==> config.mk <==
export PLATFORM = sky130hd
export DESIGN_NAME = bms_battery_mode_sequencer
export DESIGN_NICKNAME = d
export VERILOG_FILES = /design/src/bms_pkg.sv /design/src/bms_battery_mode_sequencer.sv
export SDC_FILE = /design/constraint.sdc
export NUM_CORES = 1
export LEC_CHECK = 0
export BUFFER_PORTS_ARGS = -buffer_cell sky130_fd_sc_hd__buf_2
export CAP_MARGIN = 15
export CORE_ASPECT_RATIO = 1.25
export CORE_MARGIN = 2
export CORE_UTILIZATION = 44
export DETAILED_ROUTE_END_ITERATION = 7
export HOLD_SLACK_MARGIN = 0.06
export PLACE_DENSITY = 0.77
export SYNTH_ARGS = -nofsm -noshare
export SYNTH_HDL_FRONTEND = slang
export SYNTH_SLANG_ARGS = --single-unit
==> constraint.sdc <==
create_clock -name pclk -period 5.9 [get_ports pclk]
set_clock_uncertainty 0.15 [all_clocks]
set_input_delay 0.295 -clock pclk [delete_from_list [all_inputs] [get_ports pclk]]
set_output_delay 0.295 -clock pclk [all_outputs]
set_load 0.01 [all_outputs]
==> src/bms_pkg.sv <==
// Constants, register map and carrier types of the battery mode sequencer.
// Assumes a 16-bit APB byte address and 32-bit data.
`default_nettype none

package bms_pkg;

  // ---------------------------------------------------------------
  // Register indices; the byte address is four times the index
  // ---------------------------------------------------------------
  localparam int ADDR_W = 16;
  localparam logic [15:0] IDX_FLAGS = 16'h00e8;
  localparam logic [15:0] IDX_MASK = 16'h00e9;
  localparam logic [15:0] IDX_STATUS = 16'h00ea;
  localparam logic [15:0] IDX_ENGINE = 16'h00eb;
  localparam logic [15:0] IDX_CTRL = 16'h20a9;
  localparam logic [15:0] ADDR_FLAGS = {IDX_FLAGS[13:0], 2'b00};
  localparam logic [15:0] ADDR_MASK = {IDX_MASK[13:0], 2'b00};
  localparam logic [15:0] ADDR_STATUS = {IDX_STATUS[13:0], 2'b00};
  localparam logic [15:0] ADDR_ENGINE = {IDX_ENGINE[13:0], 2'b00};
  localparam logic [15:0] ADDR_CTRL = {IDX_CTRL[13:0], 2'b00};

  // ---------------------------------------------------------------
  // Field positions and writable masks
  // ---------------------------------------------------------------
  localparam int FALL_BIT = 7;
  localparam int RISE_BIT = 6;
  localparam int WAKE_BIT = 5;
  localparam int BUTTON_BIT = 4;
  localparam logic [7:0] FLAG_MASK = 8'hf0;
  localparam int STANDBY_BIT = 6;
  localparam int DISPLAY_BIT = 5;
  localparam logic [7:0] CTRL_MASK = 8'h60;
  localparam int ADC_BIT = 0;
  localparam int CE_BIT = 1;
  localparam int DIV_LSB = 4;
  localparam int DIV_W = 3;
  localparam logic [7:0] ENGINE_MASK = 8'h73;
  localparam logic [7:0] RESET_BYTE = 8'h00;

  // Processor clock: one slot in eight skipped in reduced_battery_mode
  localparam logic [2:0] REDUCED_SKIP = 3'h7;

  // ---------------------------------------------------------------
  // Types
  // ---------------------------------------------------------------
  typedef enum logic [1:0] {
    normal_mode,
    reduced_battery_mode,
    display_only_mode,
    deep_standby_mode
  } bms_mode_t;

  // Asynchronous supply monitor and wake inputs
  typedef struct packed {
    logic below_bias_threshold;
    logic pll_lock;
    logic regulator_margin_good;
    logic pushbutton_input;
    logic wake_timer_expired;
  } bms_pins_t;

  localparam int PIN_W = 5;

endpackage : bms_pkg

`default_nettype wire

==> src/bms_battery_mode_sequencer.sv <==
// Battery mode sequencer: operating mode machine, power event flags
// with interrupt, APB register slave and processor clock enable.
// Assumes all pin inputs are asynchronous to pclk.
//
// Overview of operation
// - Mains present and PLL locked puts the device in normal mode.
// - Supply fault below bias keeps the device in one battery mode.
// - Supply fault or battery wake enters reduced mode without firmware.
// - Firmware request bits move reduced mode to display-only or standby.
// - Normal to reduced transition sets the PLL fall flag, bit 7.
// - Return to normal with PLL stable sets the PLL rise flag, bit 6.
// - Standby request is bit 6 of the control byte; it leaves reduced.
// - Without mains, display-only and standby return to reduced only on wake or button.
// - Pushbutton going high sets the button event flag, bit 4.
// - Wake timer expiry sets the wake timeout flag, bit 5.
// - Lost regulator margin without mains forces deep standby.
// - Forced standby persists even after margin returns.
// - Restored mains moves any battery mode to normal once PLL settles.
// - Reduced mode clocks processor at 7/8; divider ignored but kept.
// - PLL unlocked holds engine enables low; lock fall clears engine PC.
//
// Register access over APB was decided locally.
`timescale 1ns/1ps
`default_nettype none

module bms_battery_mode_sequencer (
  input wire logic pclk,
  input wire logic presetn,
  input wire logic psel,
  input wire logic penable,
  input wire logic pwrite,
  input wire logic [bms_pkg::ADDR_W-1:0] paddr,
  input wire logic [31:0] pwdata,
  output logic [31:0] prdata,
  output logic pready,
  output logic pslverr,
  input wire bms_pkg::bms_pins_t pins_async,
  output bms_pkg::bms_mode_t mode,
  output logic forced_standby,
  output logic irq,
  output logic adc_enable,
  output logic ce_enable,
  output logic ce_pc_clear,
  output logic cpu_clk_en
);
  import bms_pkg::*;

  // ---------------------------------------------------------------
  // Input synchronisers
  // ---------------------------------------------------------------
  logic [PIN_W-1:0] meta_reg;
  logic [PIN_W-1:0] sync_reg;
  logic [PIN_W-1:0] prev_reg;
  wire logic [PIN_W-1:0] pins_vec = pins_async;

  // Two flops per pin, third one only for edge detection
  for (genvar g = 0; g < PIN_W; g++) begin : g_sync
    always_ff @(posedge pclk or negedge presetn) begin
      if (!presetn) begin
        meta_reg[g] <= 1'b0;
        sync_reg[g] <= 1'b0;
        prev_reg[g] <= 1'b0;
      end else begin
        meta_reg[g] <= pins_vec[g];
        sync_reg[g] <= meta_reg[g];
        prev_reg[g] <= sync_reg[g];
      end
    end
  end

  bms_pins_t pin_s;
  bms_pins_t pin_p;
  assign pin_s = sync_reg;
  assign pin_p = prev_reg;

  // Events seen on the synchronised pins
  wire logic supply_low = pin_s.below_bias_threshold;
  wire logic margin_ok = pin_s.regulator_margin_good;
  wire logic button_rise = pin_s.pushbutton_input & ~pin_p.pushbutton_input;
  wire logic wake_rise = pin_s.wake_timer_expired & ~pin_p.wake_timer_expired;
  wire logic lock_fall = ~pin_s.pll_lock & pin_p.pll_lock;
  wire logic wake_event = button_rise | wake_rise;

  // ---------------------------------------------------------------
  // APB decode
  // ---------------------------------------------------------------
  logic [7:0] flags_reg;
  logic [7:0] mask_reg;
  logic [7:0] ctrl_reg;
  logic [7:0] engine_reg;
  logic [7:0] clk_cnt_reg;

  wire logic setup = psel & ~penable;
  wire logic access = psel & penable & pready;
  wire logic hit_flags = paddr == ADDR_FLAGS;
  wire logic hit_mask = paddr == ADDR_MASK;
  wire logic hit_status = paddr == ADDR_STATUS;
  wire logic hit_engine = paddr == ADDR_ENGINE;
  wire logic hit_ctrl = paddr == ADDR_CTRL;
  wire logic mapped = hit_flags | hit_mask | hit_status | hit_engine | hit_ctrl;
  wire logic wr_mask = access & pwrite & hit_mask;
  wire logic wr_engine = access & pwrite & hit_engine;
  wire logic wr_ctrl = access & pwrite & hit_ctrl;
  wire logic rd_flags = access & ~pwrite & hit_flags;

  // Read data, bits above the byte read as zero
  wire logic [7:0] status_byte = {4'h0, forced_standby, pin_s.pll_lock, mode};
  wire logic [7:0] rdata_byte = hit_flags ? flags_reg :
                                hit_mask ? mask_reg :
                                hit_status ? status_byte :
                                hit_engine ? engine_reg :
                                hit_ctrl ? ctrl_reg : 8'h00;

  // Ready in the access cycle, error on unmapped address
  always_ff @(posedge pclk or negedge presetn) begin
    if (!presetn) begin
      pready <= 1'b0;
      pslverr <= 1'b0;
      prdata <= 32'h0000_0000;
    end else begin
      pready <= setup;
      pslverr <= setup & ~mapped;
      prdata <= setup && !pwrite ? {24'h00_0000, rdata_byte} : 32'h0000_0000;
    end
  end

  // ---------------------------------------------------------------
  // Operating mode machine
  // ---------------------------------------------------------------
  bms_mode_t mode_next;
  logic forced_next;

  always_comb begin
    mode_next = mode;
    forced_next = forced_standby;
    if (!supply_low) begin
      if (pin_s.pll_lock) begin
        mode_next = normal_mode;
        forced_next = 1'b0;
      end
    end else begin
      unique case (mode)
        normal_mode: begin
          mode_next = reduced_battery_mode;
        end
        reduced_battery_mode: begin
          if (!margin_ok) begin
            mode_next = deep_standby_mode;
            forced_next = 1'b1;
          end else if (ctrl_reg[STANDBY_BIT]) begin
            mode_next = deep_standby_mode;
          end else if (ctrl_reg[DISPLAY_BIT]) begin
            mode_next = display_only_mode;
          end
        end
        display_only_mode: begin
          if (!margin_ok) begin
            mode_next = deep_standby_mode;
            forced_next = 1'b1;
          end else if (wake_event) begin
            mode_next = reduced_battery_mode;
          end
        end
        deep_standby_mode: begin
          if (!margin_ok) begin
            forced_next = 1'b1;
          end else if (!forced_standby && wake_event) begin
            mode_next = reduced_battery_mode;
          end
        end
      endcase
    end
  end

  always_ff @(posedge pclk or negedge presetn) begin
    if (!presetn) begin
      mode <= normal_mode;
      forced_standby <= 1'b0;
    end else begin
      mode <= mode_next;
      forced_standby <= forced_next;
    end
  end

  // ---------------------------------------------------------------
  // Event flags, mask and interrupt
  // ---------------------------------------------------------------
  wire logic fall_set = (mode == normal_mode) && (mode_next == reduced_battery_mode);
  wire logic rise_set = (mode != normal_mode) && (mode_next == normal_mode);
  logic [7:0] flag_set;
  logic [7:0] flags_next;
  logic [7:0] mask_next;
  logic [7:0] ctrl_next;

  always_comb begin
    flag_set = 8'h00;
    flag_set[FALL_BIT] = fall_set;
    flag_set[RISE_BIT] = rise_set;
    flag_set[WAKE_BIT] = wake_rise;
    flag_set[BUTTON_BIT] = button_rise;
  end

  // Read clears only the bits reported; a new set wins
  assign flags_next = ((flags_reg & ~(rd_flags ? prdata[7:0] : 8'h00)) | flag_set) & FLAG_MASK;
  assign mask_next = wr_mask ? (pwdata[7:0] & FLAG_MASK) : mask_reg;

  // Requests drop once acted on; a write in that cycle wins
  assign ctrl_next = wr_ctrl ? (pwdata[7:0] & CTRL_MASK) :
                     (mode == reduced_battery_mode && mode_next != reduced_battery_mode) ?
                     RESET_BYTE : ctrl_reg;

  always_ff @(posedge pclk or negedge presetn) begin
    if (!presetn) begin
      flags_reg <= RESET_BYTE;
      mask_reg <= RESET_BYTE;
      ctrl_reg <= RESET_BYTE;
      irq <= 1'b0;
    end else begin
      flags_reg <= flags_next;
      mask_reg <= mask_next;
      ctrl_reg <= ctrl_next;
      irq <= |(flags_next & mask_next);
    end
  end

  // ---------------------------------------------------------------
  // Engine enables and processor clock enable
  // ---------------------------------------------------------------
  wire logic [DIV_W-1:0] processor_clock_divider = engine_reg[DIV_LSB +: DIV_W];
  wire logic [7:0] div_mask = ~(8'hff << processor_clock_divider);
  wire logic normal_tick = (clk_cnt_reg & div_mask) == 8'h00;
  wire logic reduced_tick = clk_cnt_reg[2:0] != REDUCED_SKIP;
  wire logic cpu_tick = (mode == normal_mode) ? normal_tick :
                        (mode == reduced_battery_mode) ? reduced_tick : 1'b0;

  always_ff @(posedge pclk or negedge presetn) begin
    if (!presetn) begin
      engine_reg <= RESET_BYTE;
      clk_cnt_reg <= 8'h00;
      cpu_clk_en <= 1'b0;
    end else begin
      if (wr_engine) begin
        engine_reg <= pwdata[7:0] & ENGINE_MASK;
      end
      clk_cnt_reg <= clk_cnt_reg + 8'h01;
      cpu_clk_en <= cpu_tick;
    end
  end

  always_ff @(posedge pclk or negedge presetn) begin
    if (!presetn) begin
      adc_enable <= 1'b0;
      ce_enable <= 1'b0;
      ce_pc_clear <= 1'b0;
    end else begin
      adc_enable <= engine_reg[ADC_BIT] & pin_s.pll_lock;
      ce_enable <= engine_reg[CE_BIT] & pin_s.pll_lock;
      ce_pc_clear <= lock_fall;
    end
  end
endmodule : bms_battery_mode_sequencer

`default_nettype wire

* Word level (Yosys, flattened, before mapping)
Cells that the tools add are included.
Storage, ports and cells: output and inout bits 42, input port bits 58, flip-flop bits (word level) 64
Cells by class: add/subtract/negate cells 1, muxes and demuxes 26, reductions and logical operators 16, shifts and indexed selects 1, bitwise operators 32, eq/ne operators 13
Operators with widths (number):
- 2-to-1 mux 8 bit | 10
- == test 16 x 10 -> 1 bit (second input constant) | 4
- bitwise AND 8 bit | 3
- 2-to-1 mux 2 bit | 9
- == test 16 bit (second input constant) | 1
- NOT 8 bit | 2
- bitwise AND 1 bit | 15
- adder 8 x 1 -> 8 bit (second input constant) | 1
- zero test 8 bit | 1
- OR 8 bit | 1
- case mux 2 bit (4 select lines) | 1
- OR reduction 8 bit | 1
- << shifter 8 x 3 -> 8 bit (first input constant) | 1
- 2-to-1 mux 1 bit | 6
- NOT 1 bit | 6
- nonzero test 2 bit | 3
- logical AND 1 bit | 5
- OR 1 bit | 5
- == test 2 x 1 -> 1 bit (second input constant) | 2
- == test 2 bit (second input constant) | 2
- zero test 2 bit | 2
- inequality test 2 bit (second input constant) | 2
- inequality test 3 bit (second input constant) | 1
- AND reduction 3 bit | 1
- other kinds (3) | 4

* Logic depth before layout (Yosys ltp)
depth after elaboration 13, depth in mapped cells 7

* Least setup slack after synthesis
Ideal clock, no wire load.
path kind input-to-reg, from input port paddr[13] in the netlist's numbering, to register irq, data required time 5.624 ns, data arrival time 1.849 ns, path buffers 0, cell stages on the path 6, path slack 3.775 ns, cells stage by stage nor4_4 nand4_1 nor3_2 mux2_2 a22o_1 a221o_1
On the way: elaborated cells on any way between the ends 11, those cells by class eq/ne (2); mux (2); bitwise (6); reduce/logical (1)
RTL lines:
- from (decl) | RTL line bms_battery_mode_sequencer.sv:32 | input wire logic [bms_pkg::ADDR_W-1:0] paddr,
- == test 16 x 10 -> 1 bit | RTL line bms_battery_mode_sequencer.sv:96 | wire logic hit_mask = paddr == ADDR_MASK;
- bitwise AND 1 bit | RTL line bms_battery_mode_sequencer.sv:101 | wire logic wr_mask = access & pwrite & hit_mask;
- 2-to-1 mux 8 bit | RTL line bms_battery_mode_sequencer.sv:205 | assign mask_next = wr_mask ? (pwdata[7:0] & FLAG_MASK) : mask_reg;
- via mask_next[5] | RTL line bms_battery_mode_sequencer.sv:192 | logic [7:0] mask_next;
- bitwise AND 8 bit | RTL line bms_battery_mode_sequencer.sv:222 | irq <= |(flags_next & mask_next);
- OR reduction 8 bit | RTL line bms_battery_mode_sequencer.sv:222
- to (signal assigned) | RTL line bms_battery_mode_sequencer.sv:222
- to (decl) | RTL line bms_battery_mode_sequencer.sv:40 | output logic irq,
The timed path passes the listed nets, and every way through them passes these cells. A chain may end at the register's enable or synchronous reset.

* Worst setup path in the final report
from register mode[1], to register ctrl_reg[5]
On the way: elaborated cells on any way between the ends 17, those cells by class eq/ne (4); mux (10); reduce/logical (3)
RTL lines:
- from (decl) | RTL line bms_battery_mode_sequencer.sv:38 | output bms_pkg::bms_mode_t mode,
- from (signal assigned) | RTL line bms_battery_mode_sequencer.sv:177 | mode <= normal_mode;
- from (signal assigned) | RTL line bms_battery_mode_sequencer.sv:180 | mode <= mode_next;
- == test 2 bit, or another cell as far along | RTL line bms_battery_mode_sequencer.sv:142 | unique case (mode)
- case mux 2 bit (4 select lines) (*) | RTL line bms_battery_mode_sequencer.sv:142
- 2-to-1 mux 2 bit (*) | RTL line bms_battery_mode_sequencer.sv:136 | if (!supply_low) begin
- via mode_next[0] | RTL line bms_battery_mode_sequencer.sv:130 | bms_mode_t mode_next;
- inequality test 2 x 1 -> 1 bit (*) | RTL line bms_battery_mode_sequencer.sv:209 | (mode == reduced_battery_mode && mode_next != reduced_battery_mode) ?
- logical AND 1 bit (*) | RTL line bms_battery_mode_sequencer.sv:209
- nonzero test 2 bit (no line) (*)
- to (signal assigned) | RTL line bms_battery_mode_sequencer.sv:221 | ctrl_reg <= ctrl_next;
- to (decl) | RTL line bms_battery_mode_sequencer.sv:89 | logic [7:0] ctrl_reg;
Mark *: on every way through the listed nets, which the timed path passes. The rest lies on a longest branch.

==> impl_metrics.toml <==
[run_status]
status = "completed"

[pwr]
p_leak_nw = 1.386
ir_drop_v = 0.00008845
seqPwrFrac = 0.547
p_per_area_nw_per_um2 = 250.5
p_sw_mw = 0.1660
internal-power_mw = 0.5366
total_power_mw = 0.7026
sw_frac_of_total = 0.2363
clkPwrFrac = 0.358
pwr-share-comb = 0.095

[global_routing]
grt_use_met2 = 0.2658
gr-total-overflow = 0
grt_usage = 0.1554
use_met3 = 0.03837
grt_antenna_before_repair = 0
grt_max_degree = 54
busiest_layer = "met2"
grt_pass1_wl_microns = 7196
grt.met1_usage = 0.1794
grt_pass1_vias = 1567

[routing]
viasPerCell = 4.985
ant_nets = 0
wl_per_cell_microns = 13.14
drcViolationCount = 0
vias = 1665
first_iter_violations = 102
dr.pass1.iters = 4
routed_wl_microns = 4389

[layout]
largest_register_ffs = 8
postLayoutCoreUtil = 0.5263
area_growth_pct = 17.20
n_fill_cell = 496
multi_input_comb_area_sq_um = 935.9
final_area_sq_um = 2805
final_layout_size_suffix_gt1_frac = 0.2741
fin_nets = 329
regArea_sq_um = 1326
diodes = 0

[yosys]
syn_avg_cell_area_sq_um = 11.51
ys_ff_latch = 53
syn_inst = 208
synthFlopType = "dfrtp_1"
yosysTopAreaCellShare = 0.5541
ys_seq_area_frac = 0.5541
ys_top_cells_by_count = "dfrtp_1, buf_4, nor2_1"
synth_most_common_cell = "dfrtp_1"
synth.distinct_cells = 42
yosysWarnings = 0
async_flop_share = 1.000
synth_edf_count = 0
synth_area_sq_um = 2394
yosys.area.top_type = "dfrtp_1"
synth_area_leaders = "dfrtp_1, buf_4, mux2_2, nor4_4, nor2_1"

[place]
gp_congestion = 0.8951
place_area_sq_um = 2625
dp_hpwl_microns = 3295
port_buffers = 49

[timing]
fmax_mhz = 451.4
fin_crit_ps = 2215
slew_viol_final = 0
hold_viol_final = 0
worst_pin_slew_ps = 850.5
finalSetupTns_ps = 0
slew_headroom = 0.4286
fin_crit_sh = 0.3755
rsz0062_at_grt = "false"
hold_slack_ps = 73.28
setup_viol = 0

[hold_path]
min_path_type = "in2reg"

[clock_tree]
cts_root_buf = "clkbuf_8"
clk-insertion-delay-late_ps = 310
clock_path_buffers = 2
cts_resized = 0
numCtsBuffers = 5
clock-sinks = 53
cts_setup_buffers = 0
cts_max_level = 2
path_clk_slew_ps = 90
cts_tree = "built"
cts_hold_buf = 6

[worst_setup_path]
startpoint_type = "flip-flop"
cp.arrival_ps = 2270
cp_slowest_cell = "or4bb_1"
cpLargestDelayFamily = "simple AND/OR/NAND/NOR gates"
crit_fanout = 9
critical_path_required_ps = 5960
crit_chain = "or4bb_1, o311ai_1, nand3_1, a211oi_1, nor3b_1, a21o_1"
max_stage_delay_ps = 530
critPathBufInv = 0
r2r_slack_ps = 3680
setup.worst_path.end_class = "flip-flop"
setup.worst_path.class = "reg2reg"

[die]
core_area_sq_um = 5330
die_w_microns = 69.97
rows = 30
io_pins = 100
start_util = 0.4491
dieArea_sq_um = 6050
die_y_microns = 86.46

[flow_run]
drv_cap = 0
worst register-to-register path, stage by stage (launching register included):
cell	delay (ps)
dfrtp_1	490
or4bb_1	530
o311ai_1	100
nand3_1	240
a211oi_1	350
nor3b_1	100
a21o_1	160
stage by stage:
| stage | cells | worst slack, ps |
|---|---|---|
| finish | 334 | 3685 |
| global route | 334 | 3571 |
| CTS | 334 | 3674 |
| detailed placement | 320 | 3381 |
| global placement | 320 | 3384 |
| floorplan | 231 | 3775 |
metal layers:
layer,part of all wire,vias to the layer above
met4,0.030,0
met1,0.40,794
met2,0.51,60
met3,0.064,10
met5,0,-
li1,-,801
power groups by stage:
stage               clock network (mW)  registers, mW  logic (mW)
floorplan                            0          0.392      0.0406
global placement                     0          0.391      0.0632
detailed placement                   0          0.392      0.0645
CTS                              0.261          0.385      0.0676
global route                     0.275          0.387      0.0747
finish                           0.252          0.384      0.0666
cell usage in the layout (no fill, tap or decap), types with 2 or more instances in the layout:
cell type,n
nor2_1,15
nand4_1,3
nand3_1,8
nor3_1,4
mux2_2,8
and2_1,2
mux2i_1,3
inv_1,8
nor4_4,3
a21oi_1,9
xnor2_1,4
ha_1,2
dfrtp_1,53
nand2_1,11
dlygate4sd3_1,6
nor3b_1,4
nor2b_1,7
and3_1,2
a22o_1,2
o21ai_0,7
nand2b_1,6
conb_1,24
clkbuf_8,6
buf_2,49
a21o_1,2
worst paths after layout:
kind | cells past startpoint | endpoint | start
max | 6 | ctrl_reg[5] | mode[1]
min | 2 | ctrl_reg[6] | pwdata[6]
max in group asynchronous | 3 | engine_reg[0] | presetn
max reg2reg | 6 | ctrl_reg[5] | mode[1]
min in group asynchronous | 3 | mask_reg[7] | presetn
min reg2reg | 0 | pin_s[3] | meta_reg[3]
cell type report:
class,count,area share
tap,64,0.02855
clock buffer,6,0.02944
multi-input combinational,145,0.3336
timing repair buffer,56,0.1115
clock inverter,2,0.01338
sequential,53,0.4728
inverter,8,0.01070
cell families after synthesis:
group	share of synthesized area
AND/OR/NAND/NOR	0.1934
flip-flops	0.5541
buffers and inverters	0.09096
AO/OA/AOI/OAI	0.08469
multiplexers	0.05018
XOR/XNOR	0.01464
adder cells (fa/ha/maj)	0.01045
other	0.001567
Power figures use the tool's default switching activity.
